[config.mk]
export PLATFORM = sky130hd
export DESIGN_NAME = csd_top
export DESIGN_NICKNAME = d
export VERILOG_FILES = /design/src/rtl/csd_pkg.sv /design/src/rtl/csd_top.sv
export VERILOG_INCLUDE_DIRS = /design/src /design/src/rtl
export SDC_FILE = /design/constraint.sdc
export NUM_CORES = 1
export LEC_CHECK = 0
export BUFFER_PORTS_ARGS = -buffer_cell sky130_fd_sc_hd__buf_2
export CORE_MARGIN = 10
export CORE_UTILIZATION = 39
export CTS_CLUSTER_SIZE = 28
export DETAILED_ROUTE_END_ITERATION = 16
export PLACE_DENSITY = 0.75
export SYNTH_ARGS = -nofsm -noshare
export SYNTH_HDL_FRONTEND = slang
export SYNTH_SLANG_ARGS = --single-unit
[constraint.sdc]
create_clock -name mclk -period 1.3 [get_ports mclk]
set_input_delay 0.26 -clock mclk [delete_from_list [all_inputs] [get_ports mclk]]
set_output_delay 0.26 -clock mclk [all_outputs]
set_load 0.05 [all_outputs]
[src/rtl/csd_params.svh]
// Constants of the configuration strap decoder: strap positions,
// register byte addresses, field positions and reset values.
// Assumes a 20-lane strap bus and a 32-bit AXI4-Lite register port.
`ifndef CSD_PARAMS_SVH
`define CSD_PARAMS_SVH

`define CSD_STRAP_W 20
`define CSD_ADDR_W 12
`define CSD_STRAP_RST 20'hfffff
`define CSD_FUNC_MASK 20'h0007c
`define CSD_BIT_LANE 2
`define CSD_BIT_DBG 3
`define CSD_BIT_DISP 4
`define CSD_BIT_BIF_LO 5
`define CSD_BIT_BIF_HI 6
`define CSD_BIF_X8_X4X4 2'h0
`define CSD_BIF_RSVD 2'h1
`define CSD_BIF_X8X8 2'h2
`define CSD_BIF_X16 2'h3

`define CSD_ADR_STRAP 12'h000
`define CSD_ADR_SETTING 12'h004
`define CSD_ADR_DBG_OPT 12'hc80
`define CSD_SET_LANE 0
`define CSD_SET_DBG 1
`define CSD_SET_DISP 2
`define CSD_SET_BIF_LO 3
`define CSD_SET_BIF_HI 4
`define CSD_SET_BIFRSV 5
`define CSD_SET_VALID 8
`define CSD_DBG_RST 1'h0
`define CSD_RESP_OKAY 2'h0
`define CSD_RESP_SLVERR 2'h2

`endif

[src/rtl/csd_pkg.sv]
// Types of the configuration strap decoder: bus carriers and states.
// Assumes csd_params.svh is on the include path.
`include "csd_params.svh"

package csd_pkg;

    // AXI4-Lite master to slave
    typedef struct packed {
        logic awvalid;
        logic [`CSD_ADDR_W-1:0] awaddr;
        logic wvalid;
        logic [31:0] wdata;
        logic [3:0] wstrb;
        logic bready;
        logic arvalid;
        logic [`CSD_ADDR_W-1:0] araddr;
        logic rready;
    } csd_axi_req_t;

    // AXI4-Lite slave to master
    typedef struct packed {
        logic awready;
        logic wready;
        logic bvalid;
        logic [1:0] bresp;
        logic arready;
        logic rvalid;
        logic [31:0] rdata;
        logic [1:0] rresp;
    } csd_axi_rsp_t;

    // Capture sequence after reset release
    typedef enum logic [1:0] {
        CSD_ARMED,
        CSD_LATCHED,
        CSD_SETTLED
    } csd_state_t;

    // Register select
    typedef enum logic [1:0] {
        CSD_SEL_STRAP,
        CSD_SEL_SETTING,
        CSD_SEL_DBG,
        CSD_SEL_NONE
    } csd_sel_t;

endpackage

[src/rtl/csd_top.sv]
// Configuration strap decoder: latches board straps once after reset
// and drives static lane, display and bifurcation settings and a debug bit that software may rewrite.
// Assumes straps are synchronous to mclk and steady around reset release.
//
// Chosen here: the register offsets and the AXI4-Lite slave port.
`timescale 1ns/1ps
`include "csd_params.svh"

module csd_top
    import csd_pkg::*;
#(
    parameter int STRAP_W = `CSD_STRAP_W,
    parameter int ADDR_W = `CSD_ADDR_W
)
(
    input wire logic mclk,
    input wire logic nrst,
    input wire logic [STRAP_W-1:0] strap_i,
    input wire csd_axi_req_t axi_req,
    output csd_axi_rsp_t axi_rsp,
    output logic lane_reverse_q,
    output logic debug_enable_q,
    output logic disp_enable_q,
    output logic [1:0] bifurc_q,
    output logic settings_valid_q
);

    // The register map and field positions are fixed at these widths
    if (STRAP_W != `CSD_STRAP_W || ADDR_W != `CSD_ADDR_W)
    begin : g_bad_param
        $error("csd_top: strap or address width not supported");
    end

    // Address decode shared by both bus directions
    function automatic csd_sel_t csd_sel(input logic [ADDR_W-1:0] a);
        csd_sel_t s;
        s = CSD_SEL_NONE;
        if (a == `CSD_ADR_STRAP)
            s = CSD_SEL_STRAP;
        else if (a == `CSD_ADR_SETTING)
            s = CSD_SEL_SETTING;
        else if (a == `CSD_ADR_DBG_OPT)
            s = CSD_SEL_DBG;
        return s;
    endfunction

    // Bifurcation decode; reserved code falls back to one x16 link
    function automatic logic [1:0] csd_bif(input logic [1:0] code);
        logic [1:0] b;
        b = code;
        if (code == `CSD_BIF_RSVD)
            b = `CSD_BIF_X16;
        return b;
    endfunction

    csd_state_t state_q, state_d;
    logic [STRAP_W-1:0] strap_q, strap_d;
    logic lane_d, dbg_d, disp_d, valid_d, bifrsv_q, bifrsv_d;
    logic [1:0] bif_d;

    // Capture sequence and decoded settings
    always_comb
    begin
        state_d = state_q;
        strap_d = strap_q;
        lane_d = lane_reverse_q;
        disp_d = disp_enable_q;
        bif_d = bifurc_q;
        bifrsv_d = bifrsv_q;
        valid_d = settings_valid_q;
        unique case (state_q)
            CSD_ARMED:
            begin
                // Reserved lanes are dropped here so nothing can use them
                strap_d = strap_i & `CSD_FUNC_MASK;
                state_d = CSD_LATCHED;
            end
            CSD_LATCHED:
            begin
                lane_d = ~strap_q[`CSD_BIT_LANE];
                disp_d = ~strap_q[`CSD_BIT_DISP];
                bif_d = csd_bif(strap_q[`CSD_BIT_BIF_HI:`CSD_BIT_BIF_LO]);
                bifrsv_d = strap_q[`CSD_BIT_BIF_HI:`CSD_BIT_BIF_LO]
                    == `CSD_BIF_RSVD;
                valid_d = 1'b1;
                state_d = CSD_SETTLED;
            end
            CSD_SETTLED:
            begin
                state_d = CSD_SETTLED;
            end
        endcase
    end

    // Reset values carry the all-ones strap meaning until capture
    always_ff @(posedge mclk or negedge nrst)
    begin
        if (!nrst)
        begin
            state_q <= CSD_ARMED;
            strap_q <= `CSD_STRAP_RST;
            lane_reverse_q <= 1'b0;
            disp_enable_q <= 1'b0;
            bifurc_q <= `CSD_BIF_X16;
            bifrsv_q <= 1'b0;
            settings_valid_q <= 1'b0;
        end
        else
        begin
            state_q <= state_d;
            strap_q <= strap_d;
            lane_reverse_q <= lane_d;
            disp_enable_q <= disp_d;
            bifurc_q <= bif_d;
            bifrsv_q <= bifrsv_d;
            settings_valid_q <= valid_d;
        end
    end

    // AXI4-Lite slave state
    logic aw_held_q, aw_held_d, w_held_q, w_held_d;
    logic [ADDR_W-1:0] awaddr_q, awaddr_d;
    logic [31:0] wdata_q, wdata_d;
    logic [3:0] wstrb_q, wstrb_d;
    logic dbg_wr;
    csd_axi_rsp_t rsp_d;
    logic [31:0] setting_word;

    // Settings as software sees them
    always_comb
    begin
        setting_word = 32'h0;
        setting_word[`CSD_SET_LANE] = lane_reverse_q;
        setting_word[`CSD_SET_DBG] = debug_enable_q;
        setting_word[`CSD_SET_DISP] = disp_enable_q;
        setting_word[`CSD_SET_BIF_HI:`CSD_SET_BIF_LO] = bifurc_q;
        setting_word[`CSD_SET_BIFRSV] = bifrsv_q;
        setting_word[`CSD_SET_VALID] = settings_valid_q;
    end

    // Address and data are taken in either order, then answered together
    always_comb
    begin
        aw_held_d = aw_held_q;
        w_held_d = w_held_q;
        awaddr_d = awaddr_q;
        wdata_d = wdata_q;
        wstrb_d = wstrb_q;
        rsp_d = axi_rsp;
        dbg_wr = 1'b0;
        rsp_d.awready = 1'b0;
        rsp_d.wready = 1'b0;
        rsp_d.arready = 1'b0;
        if (axi_req.awvalid && axi_rsp.awready)
        begin
            aw_held_d = 1'b1;
            awaddr_d = axi_req.awaddr;
        end
        if (axi_req.wvalid && axi_rsp.wready)
        begin
            w_held_d = 1'b1;
            wdata_d = axi_req.wdata;
            wstrb_d = axi_req.wstrb;
        end
        if (axi_rsp.bvalid && axi_req.bready)
            rsp_d.bvalid = 1'b0;
        // One cycle after both halves are held the write lands
        if (aw_held_q && w_held_q && !axi_rsp.bvalid)
        begin
            aw_held_d = 1'b0;
            w_held_d = 1'b0;
            rsp_d.bvalid = 1'b1;
            rsp_d.bresp = `CSD_RESP_OKAY;
            if (csd_sel(awaddr_q) == CSD_SEL_NONE)
                rsp_d.bresp = `CSD_RESP_SLVERR;
            dbg_wr = csd_sel(awaddr_q) == CSD_SEL_DBG && wstrb_q[0];
        end
        // Ready is offered one cycle ahead, only for an empty holder
        rsp_d.awready = !aw_held_d && !axi_rsp.awready
            && !(axi_req.awvalid && axi_rsp.awready);
        rsp_d.wready = !w_held_d && !axi_rsp.wready
            && !(axi_req.wvalid && axi_rsp.wready);
        // Read: one address at a time, data the cycle after acceptance
        if (axi_rsp.rvalid && axi_req.rready)
            rsp_d.rvalid = 1'b0;
        if (axi_req.arvalid && axi_rsp.arready)
        begin
            rsp_d.rvalid = 1'b1;
            rsp_d.rresp = `CSD_RESP_OKAY;
            unique case (csd_sel(axi_req.araddr))
                CSD_SEL_STRAP: rsp_d.rdata = 32'(strap_q);
                CSD_SEL_SETTING: rsp_d.rdata = setting_word;
                CSD_SEL_DBG: rsp_d.rdata = {31'h0, debug_enable_q};
                CSD_SEL_NONE:
                begin
                    rsp_d.rdata = 32'h0;
                    rsp_d.rresp = `CSD_RESP_SLVERR;
                end
            endcase
        end
        rsp_d.arready = !rsp_d.rvalid && !axi_rsp.arready;
    end

    // Debug opt-in bit: strap sets its default, software may rewrite it
    always_comb
    begin
        dbg_d = debug_enable_q;
        if (state_q == CSD_ARMED)
            dbg_d = ~strap_i[`CSD_BIT_DBG];
        else if (dbg_wr)
            dbg_d = wdata_q[0];
    end

    // Bus and opt-in registers
    always_ff @(posedge mclk or negedge nrst)
    begin
        if (!nrst)
        begin
            aw_held_q <= 1'b0;
            w_held_q <= 1'b0;
            awaddr_q <= '0;
            wdata_q <= 32'h0;
            wstrb_q <= 4'h0;
            axi_rsp <= '0;
            debug_enable_q <= `CSD_DBG_RST;
        end
        else
        begin
            aw_held_q <= aw_held_d;
            w_held_q <= w_held_d;
            awaddr_q <= awaddr_d;
            wdata_q <= wdata_d;
            wstrb_q <= wstrb_d;
            axi_rsp <= rsp_d;
            debug_enable_q <= dbg_d;
        end
    end

    // Defaults hold until the decode has run
    chk_default_ones: assert property (
        @(posedge mclk) disable iff (!nrst)
        !settings_valid_q |-> !lane_reverse_q && !disp_enable_q
            && bifurc_q == `CSD_BIF_X16)
        else $error("settings left default before capture");

    chk_lane_order: assert property (
        @(posedge mclk) disable iff (!nrst)
        $rose(settings_valid_q) |->
            lane_reverse_q == !strap_q[`CSD_BIT_LANE])
        else $error("lane reversal does not follow strap");

    chk_debug_default: assert property (
        @(posedge mclk) disable iff (!nrst)
        state_q == CSD_ARMED ##1 state_q == CSD_LATCHED |->
            debug_enable_q == !strap_q[`CSD_BIT_DBG])
        else $error("debug default not taken from strap");

    chk_display_enable: assert property (
        @(posedge mclk) disable iff (!nrst)
        $rose(settings_valid_q) |->
            disp_enable_q == !strap_q[`CSD_BIT_DISP])
        else $error("display enable does not follow strap");

    chk_bifurc_map: assert property (
        @(posedge mclk) disable iff (!nrst)
        state_q == CSD_LATCHED |=>
            bifurc_q == (($past(strap_q[6:5]) == `CSD_BIF_RSVD)
                ? `CSD_BIF_X16 : $past(strap_q[6:5]))
            && bifrsv_q == ($past(strap_q[6:5]) == `CSD_BIF_RSVD))
        else $error("bifurcation decode wrong");

    chk_rsv_masked: assert property (
        @(posedge mclk) disable iff (!nrst)
        state_q != CSD_ARMED |-> (strap_q & ~`CSD_FUNC_MASK) == '0)
        else $error("reserved strap lane was kept");

    chk_hold_static: assert property (
        @(posedge mclk) disable iff (!nrst)
        settings_valid_q |=> settings_valid_q && $stable(strap_q)
            && $stable(lane_reverse_q) && $stable(disp_enable_q)
            && $stable(bifurc_q))
        else $error("settings changed after capture");

    // The release edge itself still sees reset, so allow one extra cycle
    chk_settle_time: assert property (
        @(posedge mclk) disable iff (!nrst)
        state_q == CSD_ARMED |-> ##[2:3] settings_valid_q)
        else $error("settings not valid two cycles after release");

    // A software write to the opt-in bit lands one edge after it is due
    chk_debug_write: assert property (
        @(posedge mclk) disable iff (!nrst)
        dbg_wr |=> debug_enable_q == $past(wdata_q[0]))
        else $error("opt-in bit write lost");

    // Write ready is only offered to an empty holder
    chk_aw_refuse: assert property (
        @(posedge mclk) disable iff (!nrst)
        (axi_rsp.awready |-> !aw_held_q)
        and (axi_rsp.wready |-> !w_held_q))
        else $error("write ready offered to a full holder");

    // No new read address while read data is still standing
    chk_ar_refuse: assert property (
        @(posedge mclk) disable iff (!nrst)
        axi_rsp.arready |-> !axi_rsp.rvalid)
        else $error("read address offered while data pending");

    // Read data follows acceptance by one edge
    chk_read_answer: assert property (
        @(posedge mclk) disable iff (!nrst)
        axi_req.arvalid && axi_rsp.arready |=> axi_rsp.rvalid)
        else $error("read data late after address taken");

endmodule // csd_top

==> results of run 1 <==
flip-flops by register name, indices dropped and copies added (netlist names):
signal / cells
disp_enable_q: 1
state_q: 2
settings_valid_q: 1
wdata_q: 1
w_held_q: 1
bifurc_q: 2
strap_q: 6
debug_enable_q: 1
axi_rsp: 16
wstrb_q: 1
bifrsv_q: 1
awaddr_q: 12
aw_held_q: 1
lane_reverse_q: 1
metal layers:
layer	track usage	wire length [µm]	vias up
met4	0.0299	44	0
met5	0	0	-
met1	0.122	1900	756
li1	-	-	750
met3	0.0381	507	5
met2	0.180	2450	55
worst paths after layout:
| path | from | endpoint | slack (ns) | cells after the start |
|---|---|---|---|---|
| worst max register to register | axi_rsp[38] | debug_enable_q | -0.13 | 4 |
| worst max-delay path | axi_rsp[38] | debug_enable_q | -0.13 | 4 |
| worst min-delay path | axi_req[14] | axi_rsp[38] | 0.17 | 2 |
| min in group asynchronous | nrst | w_held_q | 0.48 | 3 |
| worst min register to register | axi_rsp[40] | axi_rsp[40] | 0.47 | 1 |
| max in group asynchronous | nrst | strap_q[4] | 0.54 | 3 |
cell families after synthesis:
kind of cell / after synthesis / synth area share
flops: 47 / 0.546
simple gates: 49 / 0.137
fa+ha+maj: 2 / 0.0115
other cells: 1 / 0.00173
mux: 20 / 0.103
compound gates: 26 / 0.0887
buf+inv: 40 / 0.112
per-stage QoR:
stage	cell area [µm²]	total power, µW	hold slack (ns)	TNS [ns]
after floorplan	2250	4520	-0.0356	-0.426
after global placement	2590	4920	0.261	-1.71
after detailed placement	2590	5000	0.264	-1.84
after CTS	2710	5890	0.169	-0.158
after global routing	2820	6490	0.178	-0.350
final	2820	6140	0.167	-0.133
layout by cell type, fill, tap and decap left out, types with 3 or more instances in the layout:
| cell | synthesis | final |
|---|---|---|
| clkbuf_8 | 0 | 5 |
| and3_1 | 5 | 4 |
| nor3_1 | 3 | 3 |
| a21oi_2 | 3 | 3 |
| conb_1 | 1 | 14 |
| nor4_4 | 3 | 3 |
| a221o_1 | 4 | 4 |
| a21oi_1 | 7 | 7 |
| o21ai_0 | 6 | 4 |
| nor2_1 | 13 | 13 |
| dfrtp_1 | 39 | 35 |
| buf_2 | 0 | 56 |
| nand2_2 | 1 | 3 |
| inv_1 | 11 | 11 |
| nand2_1 | 10 | 8 |
| dfstp_2 | 8 | 8 |
| mux2_2 | 19 | 19 |
| buf_4 | 25 | 15 |
| buf_6 | 0 | 11 |
| dfrtp_2 | 0 | 4 |
power by group:
| part | switching [µW] | internal, µW |
|---|---|---|
| Sequential | 293 | 1930 |
| Clock | 452 | 378 |
| Combinational | 2030 | 1060 |
final cells by class:
cell class,instances,area [µm²]
fill,509,2660
clock buffer,7,76.3
timing repair buffer,87,584
multi-input combinational,111,828
inverter,11,41.3
sequential,47,1190
clock inverter,1,5.00
tap,72,90.1
timing repair:
action	in CTS	in global routing
resized for setup	7	43
gates cloned	0	0
pin swaps	3	1
hold endpoints to repair	39	0
endpoints found under the setup margin	4	21
hold buffers	1	0
setup buffers	0	3
==> impl_metrics.ini, run 1 <==
[drt]
dr.pass1.iters = 4
first_iter_violations = 81
wire_per_inst_um = 14.6
route.detailed.drc = 0
postRouteAntennaNets = 0
post_drt_via_cell_ratio = 4.66
route.vias.total = 1566
finalWirelength_um = 4890

[power]
vdd_drop_max_v = 0.00136
power_density_nw_per_um2 = 2180
leakagePower_uw = 0.00136

[floorplan]
io_pins = 134
die_h_um = 94.7
fp-row-count = 27
die_area_um2 = 8960
coreArea_um2 = 5470
initial_core_util = 0.397
die_w_um = 94.7

[run]
maxCapViolCount = 0

[hold_path]
hp-class = primary input to register

[sta]
max_clock_freq_mhz = 698
min_period_ns = 1.43
fin_worst_skew_ns = 0.0118
finalWorstSetupSlack_ns = -0.133
finalCritPeriodShare = 1.10
grt_setup_unrepaired = true
maxSlewViolCount = 0
finalHoldViolCount = 0
setup_violations = 1

[logic_synthesis]
ys_seq_elements = 47
netlist_area_um2 = 2170
post-synth-top-count-cell = dfrtp_1
synth.top_cell.area_share = 0.449
synth.largest_area_cell = dfrtp_1
synth_edf_count = 0
synthTopCellsByCount = dfrtp_1 (39), buf_4 (25), mux2_2 (19)
synth-main-ff-cell = dfrtp_1
synth_area_leaders = dfrtp_1 (45%), mux2_2 (9.8%), dfstp_2 (9.7%)
synthArstFlopShare = 1.00
ys_types = 35
synth_cells = 185
yosys_warnings = 0
avgSynthCellArea_um2 = 11.7
ys_seq_area_frac = 0.546

[worst_setup_path]
cp-end-kind = register
worstPathCellList = and3b_1 > nand3_2 > o31a_1 > o31a_1
crit_type = register to register
critPathArrivalTime_ns = 1.61
setup.worst_path.start_class = register
crit_required_ns = 1.48
critical_path.most_common_cell = o31a_1
critical_path.max_fanout = 3
max_stage_delay_ns = 0.42
worst-path-buf-inv = 0
critical-path-top-delay-family = compound AO/OA/AOI/OAI gates
cpMaxStageDelayCell = dfrtp_2

[finish]
final_nets = 352
fin_util = 0.515
diodes = 0
final-instance-count-excl-fill = 336
drive_above_1_share = 0.542
area_growth_pct = 29.6

[global_routing]
grt_pass1_vias = 1592
overflow = 0
grt_max_degree = 48
antenna_found_initial = 0
grt_usage = 0.105
grt_pass1_wl_um = 7600

[clock_tree]
cts_buffers = 5
cts_num_sinks = 47
cts_tree = yes
clkTransAtPathRegs_ns = 0.08
cts-root-buf = clkbuf_8
cts_buffer_depth = 2
cts_max_level = 2
insertion_delay_ns = 0.29

[place]
dp_hpwl_um = 3830
portBuffers = 70
gp_congestion = 0.718
dp_cells = 324
dp_slack_ns = -0.223

[run_status]
violations = setup timing
status = finished, violations left
Power figures use the tool's default switching activity.
==> run 2, diff against run 1 <==
--- a/config.mk
+++ b/config.mk
@@ -15,3 +15,4 @@
 export SYNTH_ARGS = -nofsm -noshare
 export SYNTH_HDL_FRONTEND = slang
 export SYNTH_SLANG_ARGS = --single-unit
+export TNS_END_PERCENT = 20
==> impl_metrics.ini, run 2 (synthesis results as in run 1) <==
[run_status]
status = finished, violations left
violations = setup timing

[global_routing]
grt_max_degree = 39
grt_pass1_vias = 1667
overflow = 0
grt_usage = 0.109
antenna_found_initial = 0
grt_pass1_wl_um = 7890

[sta]
finalHoldViolCount = 0
fin_worst_skew_ns = 0.00475
timing.hold.ws_ns = 0.123
min_period_ns = 1.45
maxSlewViolCount = 0
finalCritPeriodShare = 1.12
max_clock_freq_mhz = 689
setup_violations = 5
finalWorstSetupSlack_ns = -0.152
grt_setup_unrepaired = true
setup_tns_ns = -0.278

[worst_setup_path]
critPathArrivalTime_ns = 1.64
r2r-end = debug_enable_q
timing.critical_path.depth = 4
cpMaxStageDelayCell = dfrtp_2
cp-end-kind = register
critical_path.max_fanout = 3
r2r_cells = 4
worst-path-buf-inv = 0
crit_type = register to register
critical_path.most_common_cell = o31a_1
critPathLaunch = axi_rsp[38]
critical-path-top-delay-family = compound AO/OA/AOI/OAI gates
worstPathCellList = and3b_2 > nand3_2 > o31a_1 > o31a_1
critPathCapture = debug_enable_q
max_stage_delay_ns = 0.42
r2r_slack_ns = -0.15
r2r-start = axi_rsp[38]
setup.worst_path.start_class = register
crit_required_ns = 1.49

[clock_tree]
cts_num_sinks = 47
cts_tree = yes
cts_buffers = 5
cts_max_level = 2
insertion_delay_ns = 0.29
cts_buffer_depth = 2
cts-root-buf = clkbuf_8
clkTransAtPathRegs_ns = 0.09

[place]
dp_hpwl_um = 3940
portBuffers = 70
placed_cell_area_um2 = 2600
dp_slack_ns = -0.218
gp_congestion = 0.729

[drt]
route.detailed.drc = 0
dr.pass1.iters = 4
first_iter_violations = 56
wire_per_inst_um = 14.8
postRouteAntennaNets = 0
finalWirelength_um = 5020
route.vias.total = 1578
post_drt_via_cell_ratio = 4.67

[finish]
design_area_um2 = 2820
final_common_cell = buf_2
seqCellArea_um2 = 1190
top_regs = axi_rsp (16), awaddr_q (12), strap_q (6)
n_fill_cell = 526
final_cell_mix = buf_2 (60), dfrtp_1 (35), mux2_2 (19)
drive_above_1_share = 0.549
area_growth_pct = 29.9
largest_register_ffs = 16
multi_input_area_um2 = 823
final_nets = 354
diodes = 0
regMostFlops = axi_rsp

[floorplan]
initial_core_util = 0.397
die_h_um = 94.7
coreArea_um2 = 5470
die_area_um2 = 8960
die_w_um = 94.7
fp-row-count = 27
io_pins = 134

[power]
p_total_uw = 6180
power_density_nw_per_um2 = 2190
vdd_drop_max_v = 0.00129
leakagePower_uw = 0.00137

[hold_path]
hp-class = primary input to register

[run]
maxCapViolCount = 0
==> run 2: cell count changes in the layout (fill, tap and decap cells not counted), moves of 2 or more <==
cell / before / now
buf_4: 15 / 18
clkbuf_1: 2 / 0
buf_6: 11 / 7
clkbuf_8: 5 / 7
buf_2: 56 / 60
==> run 2: cell type report <==
type,count,share of cell area
Tap cell,72,0.0319
Sequential cell,47,0.422
Inverter,11,0.0146
Clock buffer,7,0.0341
Timing Repair Buffer,89,0.203
Multi-Input combinational cell,111,0.292
Clock inverter,1,0.00266
==> run 2: worst min path at each step <==
stage                start     endpoint  slack [ns]  depth (start not counted)
3_5_place_dp          nrst     w_held_q        0.14                          1
5_1_grt        axi_req[14]  axi_rsp[38]        0.12                          2
3_3_place_gp          nrst     w_held_q        0.14                          1
2_1_floorplan         nrst    aw_held_q       -0.04                          0
6_report       axi_req[14]  axi_rsp[38]        0.12                          2
4_1_cts        axi_req[14]  axi_rsp[38]        0.12                          2
==> run 2: what timing repair did <==
action,in CTS,in global routing
hold buffers,1,0
endpoints found under the hold margin,9,0
gates resized for setup,11,27
setup buffers,0,2
setup endpoints to repair,17,21
pin swaps,4,1
==> run 2: worst register-to-register path, stage by stage (launching register included) <==
cell     delay [ns]
dfrtp_2        0.42
and3b_2        0.25
nand3_2        0.10
o31a_1         0.31
o31a_1         0.27
==> run 2: metrics by stage <==
stage / instances / util
2_1_floorplan: 198 / -
3_3_place_gp: 327 / 0.475
3_5_place_dp: 327 / 0.475
4_1_cts: 336 / 0.502
5_1_grt: 338 / 0.516
6_report: 338 / 0.516
==> run 2: layer usage <==
metal | vias up | wire, µm | GRT usage
li1 | 757 | - | -
met1 | 766 | 1920 | 0.123
met2 | 50 | 2570 | 0.189
met3 | 5 | 471 | 0.0341
met4 | 0 | 50 | 0.0374
met5 | - | 0 | 0
==> run 2: where the power goes <==
part	internal, µW	leakage, µW	switching, µW
sequential	1930	0.000550	292
clock	484	0.0000505	477
combinational	988	0.000772	2020
total	3400	0.00137	2790
